<file path="src/core/gpr_pkg.sv">
`default_nettype none

package gpr_pkg;

    // special-function addresses
    localparam logic [7:0] ADDR_PORT5_OUTPUT_TYPE    = 8'h9B;
    localparam logic [7:0] ADDR_PORT6_OUTPUT_TYPE    = 8'h9C;
    localparam logic [7:0] ADDR_PORT6_LATCH_AND_PINS = 8'hB2;
    localparam logic [7:0] ADDR_PORT5_LATCH_AND_PINS = 8'hB3;
    localparam logic [7:0] ADDR_PORT5_ANALOG_SELECT  = 8'hF6;
    localparam logic [7:0] ADDR_PORT6_ANALOG_SELECT  = 8'hF7;
    localparam logic [7:0] ADDR_PORT4_DRIVE_SELECT   = 8'hFD;
    localparam logic [7:0] ADDR_PORT5_DRIVE_SELECT   = 8'hFE;

    // page holding the configuration registers
    localparam logic [7:0] CONFIG_PAGE = 8'h0F;

    // reset values
    localparam logic [7:0] RST_PORT5_LATCH  = 8'hFF;
    localparam logic [5:0] RST_PORT6_LATCH  = 6'h3F;
    localparam logic [7:0] RST_PORT5_ANALOG = 8'hFF;
    localparam logic [5:0] RST_PORT6_ANALOG = 6'h3F;
    localparam logic [7:0] RST_PORT5_OTYPE  = 8'h00;
    localparam logic [5:0] RST_PORT6_OTYPE  = 6'h00;
    localparam logic [7:0] RST_PORT4_DRIVE  = 8'h00;
    localparam logic [7:0] RST_PORT5_DRIVE  = 8'h00;

    // six-pin port width and padding of its unused upper bits
    localparam int         PORT6_PINS   = 6;
    localparam logic [1:0] PORT6_UNUSED = 2'h0;

    // register bus request
    typedef struct packed {
        logic       wr;
        logic       rd;
        logic [7:0] addr;
        logic [7:0] wdata;
        logic [7:0] page;
    } gpr_req_t;

    // per-pin controls to the pad cells of one port
    typedef struct packed {
        logic [7:0] out;
        logic [7:0] oe;
        logic [7:0] pullup_en;
        logic [7:0] rx_en;
        logic [7:0] hi_drive;
    } gpr_pad_t;

endpackage

`default_nettype wire

</file>
<file path="src/core/gpr_port_regs.sv">
`timescale 1ns/1ps
`default_nettype none

module gpr_port_regs
(
    // clock and reset
    input  wire logic              i_mclk,
    input  wire logic              i_sys_rst,
    // register bus
    input  wire gpr_pkg::gpr_req_t i_req,
    output var  logic [7:0]        o_rdata,
    output var  logic              o_hit,
    // pins
    input  wire logic [7:0]        i_port5_pin,
    input  wire logic [5:0]        i_port6_pin,
    output var  gpr_pkg::gpr_pad_t o_port5_pad,
    output var  gpr_pkg::gpr_pad_t o_port6_pad,
    output var  logic [7:0]        o_port4_hi_drive
);

    ////////////////////////////////////////////////////////////////////////
    logic [7:0] port5_latch_reg;
    logic [5:0] port6_latch_reg;
    logic [7:0] port5_analog_reg;
    logic [5:0] port6_analog_reg;
    logic [7:0] port5_otype_reg;
    logic [5:0] port6_otype_reg;
    logic [7:0] port4_drive_reg;
    logic [7:0] port5_drive_reg;
    logic [7:0] port5_meta_reg;
    logic [7:0] port5_sync_reg;
    logic [5:0] port6_meta_reg;
    logic [5:0] port6_sync_reg;
    logic       cfg_page;
    logic [7:0] rdata_next;
    logic       hit_next;

    assign cfg_page = (i_req.page == gpr_pkg::CONFIG_PAGE);

    // pad controls for one 8-bit slice; bit n drives pin n
    function automatic gpr_pkg::gpr_pad_t pad_ctl(
        input logic [7:0] latch,
        input logic [7:0] digital,
        input logic [7:0] push_pull,
        input logic [7:0] drive
    );
        gpr_pkg::gpr_pad_t p;
        p.out       = latch & digital;
        // open-drain drives only a low; analog never drives
        p.oe        = digital & (push_pull | ~latch);
        p.pullup_en = digital & ~push_pull & latch;
        p.rx_en     = digital;
        p.hi_drive  = drive;
        return p;
    endfunction

    ////////////////////////////////////////////////////////////////////////
    // data latches, visible on every page
    always_ff @(posedge i_mclk or posedge i_sys_rst)
    begin
        if (i_sys_rst)
        begin
            port5_latch_reg <= gpr_pkg::RST_PORT5_LATCH;
            port6_latch_reg <= gpr_pkg::RST_PORT6_LATCH;
        end
        else if (i_req.wr)
        begin
            if (i_req.addr == gpr_pkg::ADDR_PORT5_LATCH_AND_PINS)
                port5_latch_reg <= i_req.wdata;
            if (i_req.addr == gpr_pkg::ADDR_PORT6_LATCH_AND_PINS)
                port6_latch_reg <= i_req.wdata[5:0];
        end
    end

    ////////////////////////////////////////////////////////////////////////
    // configuration registers, page F only
    always_ff @(posedge i_mclk or posedge i_sys_rst)
    begin
        if (i_sys_rst)
        begin
            port5_analog_reg <= gpr_pkg::RST_PORT5_ANALOG;
            port6_analog_reg <= gpr_pkg::RST_PORT6_ANALOG;
            port5_otype_reg  <= gpr_pkg::RST_PORT5_OTYPE;
            port6_otype_reg  <= gpr_pkg::RST_PORT6_OTYPE;
            port4_drive_reg  <= gpr_pkg::RST_PORT4_DRIVE;
            port5_drive_reg  <= gpr_pkg::RST_PORT5_DRIVE;
        end
        else if (i_req.wr && cfg_page)
        begin
            case (i_req.addr)
                gpr_pkg::ADDR_PORT5_ANALOG_SELECT:
                    port5_analog_reg <= i_req.wdata;
                gpr_pkg::ADDR_PORT6_ANALOG_SELECT:
                    port6_analog_reg <= i_req.wdata[5:0];
                gpr_pkg::ADDR_PORT5_OUTPUT_TYPE:
                    port5_otype_reg  <= i_req.wdata;
                gpr_pkg::ADDR_PORT6_OUTPUT_TYPE:
                    port6_otype_reg  <= i_req.wdata[5:0];
                gpr_pkg::ADDR_PORT4_DRIVE_SELECT:
                    port4_drive_reg  <= i_req.wdata;
                gpr_pkg::ADDR_PORT5_DRIVE_SELECT:
                    port5_drive_reg  <= i_req.wdata;
                default:
                    port4_drive_reg  <= port4_drive_reg;
            endcase
        end
    end

    ////////////////////////////////////////////////////////////////////////
    // pin synchronisers; first stage feeds only the second
    always_ff @(posedge i_mclk or posedge i_sys_rst)
    begin
        if (i_sys_rst)
        begin
            port5_meta_reg <= 8'h00;
            port5_sync_reg <= 8'h00;
            port6_meta_reg <= 6'h00;
            port6_sync_reg <= 6'h00;
        end
        else
        begin
            port5_meta_reg <= i_port5_pin;
            port5_sync_reg <= port5_meta_reg;
            port6_meta_reg <= i_port6_pin;
            port6_sync_reg <= port6_meta_reg;
        end
    end

    ////////////////////////////////////////////////////////////////////////
    // read decode; unmapped or off-page reads answer zero with no hit
    always_comb
    begin
        rdata_next = 8'h00;
        hit_next   = 1'b1;
        case (i_req.addr)
            gpr_pkg::ADDR_PORT5_LATCH_AND_PINS:
                rdata_next = port5_sync_reg;
            gpr_pkg::ADDR_PORT6_LATCH_AND_PINS:
                rdata_next = {gpr_pkg::PORT6_UNUSED, port6_sync_reg};
            gpr_pkg::ADDR_PORT5_ANALOG_SELECT:
                rdata_next = port5_analog_reg;
            gpr_pkg::ADDR_PORT6_ANALOG_SELECT:
                rdata_next = {gpr_pkg::PORT6_UNUSED, port6_analog_reg};
            gpr_pkg::ADDR_PORT5_OUTPUT_TYPE:
                rdata_next = port5_otype_reg;
            gpr_pkg::ADDR_PORT6_OUTPUT_TYPE:
                rdata_next = {gpr_pkg::PORT6_UNUSED, port6_otype_reg};
            gpr_pkg::ADDR_PORT4_DRIVE_SELECT:
                rdata_next = port4_drive_reg;
            gpr_pkg::ADDR_PORT5_DRIVE_SELECT:
                rdata_next = port5_drive_reg;
            default:
                hit_next = 1'b0;
        endcase
        if (i_req.addr != gpr_pkg::ADDR_PORT5_LATCH_AND_PINS &&
            i_req.addr != gpr_pkg::ADDR_PORT6_LATCH_AND_PINS && !cfg_page)
        begin
            rdata_next = 8'h00;
            hit_next   = 1'b0;
        end
        if (!i_req.rd)
        begin
            rdata_next = 8'h00;
            hit_next   = 1'b0;
        end
    end

    // read answer registered one cycle after the request
    always_ff @(posedge i_mclk or posedge i_sys_rst)
    begin
        if (i_sys_rst)
        begin
            o_rdata <= 8'h00;
            o_hit   <= 1'b0;
        end
        else
        begin
            o_rdata <= rdata_next;
            o_hit   <= hit_next;
        end
    end

    ////////////////////////////////////////////////////////////////////////
    // pad controls registered so every output comes from a flip-flop
    always_ff @(posedge i_mclk or posedge i_sys_rst)
    begin
        if (i_sys_rst)
        begin
            o_port5_pad      <= '0;
            o_port6_pad      <= '0;
            o_port4_hi_drive <= 8'h00;
        end
        else
        begin
            o_port5_pad      <= pad_ctl(port5_latch_reg, port5_analog_reg,
                                        port5_otype_reg, port5_drive_reg);
            // unused pins 7:6 of the six-pin port are held analog, undriven
            o_port6_pad      <= pad_ctl({2'h0, port6_latch_reg},
                                        {2'h0, port6_analog_reg},
                                        {2'h0, port6_otype_reg}, 8'h00);
            o_port4_hi_drive <= port4_drive_reg;
        end
    end

endmodule // gpr_port_regs

`default_nettype wire

</file>
<file path="config.mk">
export PLATFORM = sky130hd
export DESIGN_NAME = gpr_port_regs
export DESIGN_NICKNAME = d
export VERILOG_FILES = /design/src/core/gpr_pkg.sv /design/src/core/gpr_port_regs.sv
export SDC_FILE = /design/constraint.sdc
export NUM_CORES = 1
export LEC_CHECK = 0
export ABC_CLOCK_PERIOD_IN_PS = 9950
export BUFFER_PORTS_ARGS = -buffer_cell sky130_fd_sc_hd__buf_4
export CORE_ASPECT_RATIO = 0.7
export CORE_MARGIN = 8
export CORE_UTILIZATION = 50
export CTS_BUF_LIST = sky130_fd_sc_hd__clkbuf_4 sky130_fd_sc_hd__clkbuf_8
export DETAILED_ROUTE_END_ITERATION = 10
export PLACE_DENSITY = 0.8
export SYNTH_ARGS = -nofsm -noshare
export SYNTH_HDL_FRONTEND = slang
export SYNTH_SLANG_ARGS = --single-unit
export TNS_END_PERCENT = 30
</file>
<file path="constraint.sdc">
create_clock -name i_mclk -period 9.95 [get_ports i_mclk]
set_clock_uncertainty 0.15 [all_clocks]
set_input_delay 1.4925 -clock i_mclk [delete_from_list [all_inputs] [get_ports i_mclk]]
set_output_delay 1.4925 -clock i_mclk [all_outputs]
set_load 0.01 [all_outputs]
</file>
Yosys cells after proc, flatten, opt, wreduce, memory -nomap -nowiden

Index checks and enable logic that the tools add are counted.

Output and inout bits: 97
Bits in registers: 171
Bits of input ports: 42

Multiplexer cells: 6
Eq/ne operators: 11
Bitwise operators: 14
Reduce and logical (&&, ||, !) cells: 13

Operators with widths:

| operator                                      | number |
|---|---|
| == test 8 bit, second input constant          | 8 |
| case mux 8 bit (8 select lines)               | 1 |
| bitwise AND 8 bit                             | 4 |
| bitwise AND 6 x 8 -> 8 bit                    | 2 |
| 2-to-1 mux 8 bit                              | 2 |
| inequality test 8 bit, second input constant  | 2 |
| NOT 6 -> 8 bit                                | 2 |
| NOT 8 bit                                     | 2 |
| AND reduction 2 bit                           | 8 |
| bitwise AND 8 x 6 -> 8 bit                    | 1 |
| == test 8 x 4 -> 1 bit, second input constant | 1 |
| bitwise OR 6 x 8 -> 8 bit                     | 1 |
| bitwise OR 8 bit                              | 1 |
| OR reduction 8 bit                            | 1 |
| bitwise AND 6 bit                             | 1 |
| logical AND 1 bit                             | 3 |
| 2-to-1 mux 1 bit                              | 3 |
| logical NOT 1 bit                             | 1 |

Depth between registers and ports, before layout

Gate-level depths: netlist (run 1).

Word-level depth: 5
Gate-level depth with buffers: 8

Least setup slack after synthesis (run 1)

OpenSTA, ideal clock, no wires.

Path kind: input-to-reg
Start: input i_req[5] (netlist name)
End: register port4_drive_reg[0]
Setup time: 125 ps
Data arrival time: 3089 ps
Stages on the path: 6
Path slack: 6585 ps
Cell sequence: or4_4 -> nor2_4 -> nand2_2 -> or3b_1 -> buf_6 -> mux2_4

Longest elaborated chain between the ends: 3

Ends and longest elaborated chain:

| item                                 | line                 | RTL |
|---|---|---|
| start: declaration                   | gpr_port_regs.sv:10  | `input wire gpr_pkg::gpr_req_t i_req,` |
| == test 8 x 4 -> 1 bit               | gpr_port_regs.sv:38  | `assign cfg_page = (i_req.page == gpr_pkg::CONFIG_PAGE);` |
| logical AND 1 bit                    | gpr_port_regs.sv:88  | `else if (i_req.wr && cfg_page)` |
| AND reduction 2 bit (no source line) | -                    |  |
| end signal: assignment               | gpr_port_regs.sv:85  | `port4_drive_reg <= gpr_pkg::RST_PORT4_DRIVE;` |
| end signal: assignment               | gpr_port_regs.sv:100 | `port4_drive_reg <= i_req.wdata;` |
| end signal: assignment               | gpr_port_regs.sv:104 | `port4_drive_reg <= port4_drive_reg;` |
| end: declaration                     | gpr_port_regs.sv:28  | `logic [7:0] port4_drive_reg;` |

Every way passes these cells.
A chain may end at the register's enable or synchronous reset.

Worst setup path in the final report (run 1)

Start: input i_req[21] (netlist name)
End: register port6_otype_reg[0]

Longest elaborated chain between the ends: 2

Ends and longest elaborated chain:

| item                                 | line                | RTL |
|---|---|---|
| == test 8 bit                        | gpr_port_regs.sv:90 | `case (i_req.addr)` |
| AND reduction 2 bit (no source line) | -                   |  |
| end signal: assignment               | gpr_port_regs.sv:84 | `port6_otype_reg <= gpr_pkg::RST_PORT6_OTYPE;` |
| end signal: assignment               | gpr_port_regs.sv:98 | `port6_otype_reg <= i_req.wdata[5:0];` |
| end: declaration                     | gpr_port_regs.sv:27 | `logic [5:0] port6_otype_reg;` |

Every way passes these cells.

==> results of run 1 <==
## critical path: stages
cell and delay, ps:
buf_4 130, nand4b_1 230, nor4_2 810, and3_1 580, nand2_1 110, o21ai_0 100
## routing by layer
layer | track usage | vias up | wire length, um
li1 | - | 1700 | -
met1 | 0.244 | 1998 | 6190
met2 | 0.282 | 221 | 6740
met3 | 0.0747 | 23 | 1470
met4 | 0.0754 | 0 | 229
met5 | 0 | - | 0
## kinds of logic (layout without fill, tap and decap cells)
family,after synthesis,in the layout,synth area share
compound gates,72,72,0.0833
buf+inv,47,174,0.0413
flops,167,167,0.696
mux,44,44,0.0868
other cells,1,16,0.000620
simple gates,95,95,0.0916
## cell usage in the layout (no fill, tap or decap), types with 2 or more instances in the layout
cell type	instances
a22oi_1	14
inv_1	15
mux2_4	8
o21ai_0	15
clkinv_2	7
nand4b_1	2
mux2_2	36
and3_1	7
clkinvlp_4	2
a22o_1	12
clkbuf_8	19
a21oi_1	8
nand3_1	7
a221oi_1	6
nor4_1	2
and2_1	28
buf_4	126
a21boi_0	14
nor4_2	3
or3_1	2
nand2_1	23
clkbuf_4	3
conb_1	16
a31oi_1	2
dfrtp_1	139
nor2_1	10
nor2b_1	2
dfstp_2	28
## stage by stage
| stage | hold WS, ps | setup WS (ps) | area (um2) | total power (uW) | utilization |
|---|---|---|---|---|---|
| floorplan | 181 | 3840 | 6110 | 734 | - |
| finish | 197 | 6690 | 7430 | 1190 | 0.631 |
| global route | 207 | 6580 | 7430 | 1240 | 0.631 |
| CTS | 202 | 6740 | 7430 | 1200 | 0.631 |
| detailed placement | 186 | 6260 | 7070 | 756 | 0.600 |
| global placement | 183 | 6300 | 7070 | 754 | 0.600 |
## cell type report
cell class,count,area [um2],area share
clock inverters,10,80.1,0.0108
multi-input cells,227,1640,0.221
inverters,16,65.1,0.00876
well taps,157,196,0.0264
flip-flops and latches,167,4210,0.567
repair buffers,126,946,0.127
clock buffers,22,284,0.0382
## report_power, final
| part | switching (uW) | internal [uW] | total, uW |
|---|---|---|---|
| clock network | 227 | 216 | 443 |
| registers | 3.92 | 689 | 693 |
| logic | 33.1 | 16.9 | 50.0 |
## path summary, 6_finish.rpt
kind,slack [ps],startpoint,endpoint,cells past startpoint
setup / recovery,6690,i_req[21],port6_otype_reg[0]$_DFFE_PP0P_,6
hold / removal,200,port5_meta_reg[5]$_DFF_PP0_,port5_sync_reg[5]$_DFF_PP0_,0
setup reg to reg,8580,port4_drive_reg[2]$_DFFE_PP0P_,o_rdata[2]$_DFF_PP0_,4
hold reg to reg,200,port5_meta_reg[5]$_DFF_PP0_,port5_sync_reg[5]$_DFF_PP0_,0
max in group asynchronous,7130,i_sys_rst,o_port5_pad[18]$_DFF_PP0_,3
min in group asynchronous,1030,i_sys_rst,o_port5_pad[19]$_DFF_PP0_,2
==> metrics.cfg, run 1 <==
[run_status]
outcome=finished clean

[timing]
fin_tns_setup_ps=0
fmax_ghz=0.307
rsz0062_at_grt=no
slew_violations=0
final_min_period_over_clock_period=0.328
period_minus_slack_ps=3260
setup_viol_count_final=0
hold_viol_final=0
worst_pin_slew_ps=963
slew_headroom=0.358

[global_route]
grt_pass1_vias=4104
grt_usage=0.189
grt_pass1_wl_mm=22.9
antenna_found_initial=0
grt_start_max_net_pins=90
grt_overflow_total=0

[logic_synthesis]
synth_area_per_cell_um2=14.2
yosys-top-cells-count=139 x dfrtp_1, 36 x mux2_2, 28 x and2_1, 28 x dfstp_2, 23 x nand2_1
synth_edf_count=0
seq_area_frac_synth=0.696
synthesis.area_mm2=0.00605
synth-seq-cells=167
synth_cells=426
synth-main-ff-cell=dfrtp_1
synth_top_cell_by_area=dfrtp_1
synth_top_area_frac=0.575
synthArstFlopShare=1.00
yosysMostFrequentCell=dfrtp_1
synth_cell_types=37
ys_warn_count=0
synthTopCellsByArea=dfrtp_1 57%, dfstp_2 12%, mux2_2 6.7%

[routing]
ant_nets=0
wl_mm=14.6
routedWlPerCell_um=20.2
post-route-drc-count=0
first_pass_iters=5
vias_per_cell=5.44
drt_iter0_drc=316
num_vias=3942

[floorplanning]
row_count=33
die_x_um=147
die_area_mm2=0.0159
initial_core_util=0.514
ios=139
core_area_mm2=0.0118
dieHeight_um=108

[final_layout]
insertedDiodeCount=0
nNetsFinal=597
syn2layout_area_growth_pct=22.8
top_regs=o_port5_pad: 40 flops, o_port6_pad: 24 flops
fin_cells=725
largest_reg_flops=40
drive_gt1_frac=0.421
num-fill-cells=891
top_register=o_port5_pad

[pwr]
powerDensity_mw_per_mm2=160
ir_drop_mv=0.0909
p_leak_uw=0.00370

[clock_tree]
clockRootBuffer=clkbuf_8
path_clk_slew_ps=80
clockBufferDepth=2
cts_tree=built
worstSkewPairLatency_ps=440
post_cts_buffers=0
cts_buffers=17
cts_hold_buf=0
htree_levels=4
post_cts_resized=0
clock_sinks=167

[worst_setup_path]
critical_path_arrival_ps=3460
crit_path_end_kind=flip-flop
start_kind=primary input
required_ps=10150
crit_fanout=12
worst-setup-path-type=in2reg

[job]
drv_cap=0

[place]
io_buffer_count=122
gp_congestion=0.835
place_hpwl_mm=10.2
dp.cells=693

[worst_hold_path]
hold_class=reg2reg

Note: power is estimated with default switching activity, not from simulation.
==> run 2, diff against run 1 <==
--- a/config.mk
+++ b/config.mk
@@ -5,7 +5,7 @@
 export SDC_FILE = /design/constraint.sdc
 export NUM_CORES = 1
 export LEC_CHECK = 0
-export ABC_CLOCK_PERIOD_IN_PS = 9950
+export ABC_CLOCK_PERIOD_IN_PS = 3210
 export BUFFER_PORTS_ARGS = -buffer_cell sky130_fd_sc_hd__buf_4
 export CORE_ASPECT_RATIO = 0.7
 export CORE_MARGIN = 8
==> constraint.sdc (replaced) <==
create_clock -name i_mclk -period 3.21 [get_ports i_mclk]
set_clock_uncertainty 0.15 [all_clocks]
set_input_delay 0.4815 -clock i_mclk [delete_from_list [all_inputs] [get_ports i_mclk]]
set_output_delay 0.4815 -clock i_mclk [all_outputs]
set_load 0.01 [all_outputs]
==> run 2 against run 1 <==
Against the previous run: utilization grew 2.6 points; non-clock buffer count grew 20; routed wire length shrank 1.6%; clock power grew to 3.7 times the previous value; cell area grew 4.1%; power grew to 3.3 times the previous value; sequential power grew to 3.1 times the previous value; clock-buffer cell count shrank 5; die area is the same; register-to-register slack lost 6800 ps; worst hold slack lost 140 ps; critical path type unchanged.
==> metrics.cfg, run 2 (synthesis gave the netlist of run 1 again) <==
[clock_tree]
cts_tree=built
post_cts_resized=0  ; unchanged
clock_sinks=167  ; unchanged
cts_buffers=17  ; unchanged
worstSkewPairLatency_ps=450  ; about the same
htree_levels=4  ; unchanged
clockBufferDepth=2  ; unchanged
path_clk_slew_ps=90  ; about the same
clockRootBuffer=clkbuf_8

[timing]
worst_pin_slew_ps=870  ; -93.4 ps
slew_violations=0  ; unchanged
setup_viol_count_final=0  ; unchanged
slew_headroom=0.419  ; +0.0611
rsz0062_at_grt=no
final_min_period_over_clock_period=0.694
period_minus_slack_ps=2230
hold_viol_final=0  ; unchanged
fin_tns_setup_ps=0  ; unchanged
fmax_ghz=0.449

[pwr]
p_switching_uw=892  ; +240%
clockPowerShare=0.414  ; +0.040
power_uw=3960  ; +230%
switching_share=0.225  ; +0.00233
seqPwrFrac=0.542  ; -0.042
p_leak_uw=0.00382  ; +3.2%
p_comb_frac=0.045  ; +0.003
ir_drop_mv=0.344  ; +280%
powerDensity_mw_per_mm2=513  ; +220%
p_int_uw=3070  ; +230%

[final_layout]
mostFrequentLayoutCells=139 x dfrtp_1, 129 x buf_4, 36 x mux2_2
regArea_mm2=0.00421  ; unchanged
num-fill-cells=870  ; -2.4%
top_register=o_port5_pad
syn2layout_area_growth_pct=27.8
fin_cells=745  ; +2.8%
final_common_cell=dfrtp_1
nNetsFinal=617  ; +3.4%
insertedDiodeCount=0  ; unchanged
top_regs=o_port5_pad: 40 flops, o_port6_pad: 24 flops
largest_reg_flops=40  ; unchanged
drive_gt1_frac=0.417  ; -0.00411
multiInputGateArea_mm2=0.00164  ; unchanged

[worst_hold_path]
hold_class=in2async

[run_status]
outcome=finished clean

[routing]
vias_per_cell=5.23  ; -3.8%
wl_mm=14.4  ; -1.6%
first_pass_iters=5  ; unchanged
routedWlPerCell_um=19.3  ; -4.3%
num_vias=3896  ; -1.2%
post-route-drc-count=0  ; unchanged
ant_nets=0  ; unchanged
drt_iter0_drc=252  ; -20%

[floorplanning]
row_count=33  ; unchanged
initial_core_util=0.514  ; unchanged
die_area_mm2=0.0159  ; unchanged
die_x_um=147  ; unchanged
core_area_mm2=0.0118  ; unchanged
ios=139  ; unchanged
dieHeight_um=108  ; unchanged

[worst_setup_path]
critical_path_arrival_ps=2410  ; -1050 ps
start_kind=primary input
crit_path_end_kind=flip-flop
worst-setup-path-type=in2reg
crit_fanout=8  ; -4
required_ps=3390  ; -6760 ps

[global_route]
grt_pass1_vias=4191  ; +2.1%
grt_start_max_net_pins=50  ; -44%
antenna_found_initial=0  ; unchanged
grt_usage=0.189  ; +0.000206
grt_overflow_total=0  ; unchanged
grt_pass1_wl_mm=23.0  ; about the same

[place]
gp_congestion=0.830  ; -0.55%
io_buffer_count=122  ; unchanged
place_hpwl_mm=10.1  ; -0.99%
dp.cells=699  ; +0.87%

[job]
drv_cap=0  ; unchanged

-- run 2: per-layer routing --
layer / track usage / vias to the layer above / share of wire
li1: - / 1736 / -
met1: 0.234 / 2000 / 0.42
met2: 0.304 / 152 / 0.48
met3: 0.0830 / 8 / 0.091
met4: 0.0421 / 0 / 0.0058
met5: 0 / - / 0
-- run 2: layout make-up --
type,count,area share
flip-flops and latches,167,0.545
multi-input cells,227,0.213
repair buffers,146,0.151
clock buffers,17,0.0303
clock inverters,15,0.0275
well taps,157,0.0254
inverters,16,0.00825
-- run 2: worst paths after layout --
| path | start | end | slack (ps) | depth (start not counted) |
|---|---|---|---|---|
| max in group asynchronous | i_sys_rst | port5_analog_reg[4]$_DFFE_PP1P_ | 2070 | 3 |
| min | i_sys_rst | o_port6_pad[18]$_DFF_PP0_ | 50 | 2 |
| max | i_req[5] | port4_drive_reg[1]$_DFFE_PP0P_ | 980 | 6 |
| min reg2reg | port5_meta_reg[0]$_DFF_PP0_ | port5_sync_reg[0]$_DFF_PP0_ | 200 | 0 |
| max reg2reg | port5_drive_reg[0]$_DFFE_PP0P_ | o_rdata[0]$_DFF_PP0_ | 1800 | 4 |
| min in group i_mclk | i_req[14] | port5_otype_reg[6]$_DFFE_PP0P_ | 150 | 3 |
-- run 2: metrics by stage --
| step | utilization | hold slack, ps | setup WS (ps) | instance area [um2] |
|---|---|---|---|---|
| floorplan | - | 181 | 475 | 6110 |
| global placement | 0.607 | 184 | 567 | 7150 |
| detailed placement | 0.607 | 185 | 516 | 7150 |
| CTS | 0.657 | 58.9 | 996 | 7730 |
| global route | 0.657 | 75.7 | 948 | 7730 |
| finish | 0.657 | 54.5 | 984 | 7730 |
-- run 2: power groups by stage --
stage | Sequential, uW | Combinational [uW] | Clock, uW
2_1_floorplan | 2180 | 91.1 | 0
3_3_place_gp | 2190 | 160 | 0
3_5_place_dp | 2190 | 164 | 0
4_1_cts | 2150 | 178 | 1670
5_1_grt | 2150 | 196 | 1760
6_report | 2150 | 177 | 1640
-- run 2: critical path: stages --
cell	delay, ps
buf_4	110
or4_4	550
nor2_4	160
nand2_2	110
or3b_1	620
mux2_4	380
-- run 2: repair_timing --
item | CTS | global route
setup endpoints to repair | 0 | 0
hold buffers | 14 | 0
hold endpoints to repair | 14 | 0
setup buffers | 0 | 0
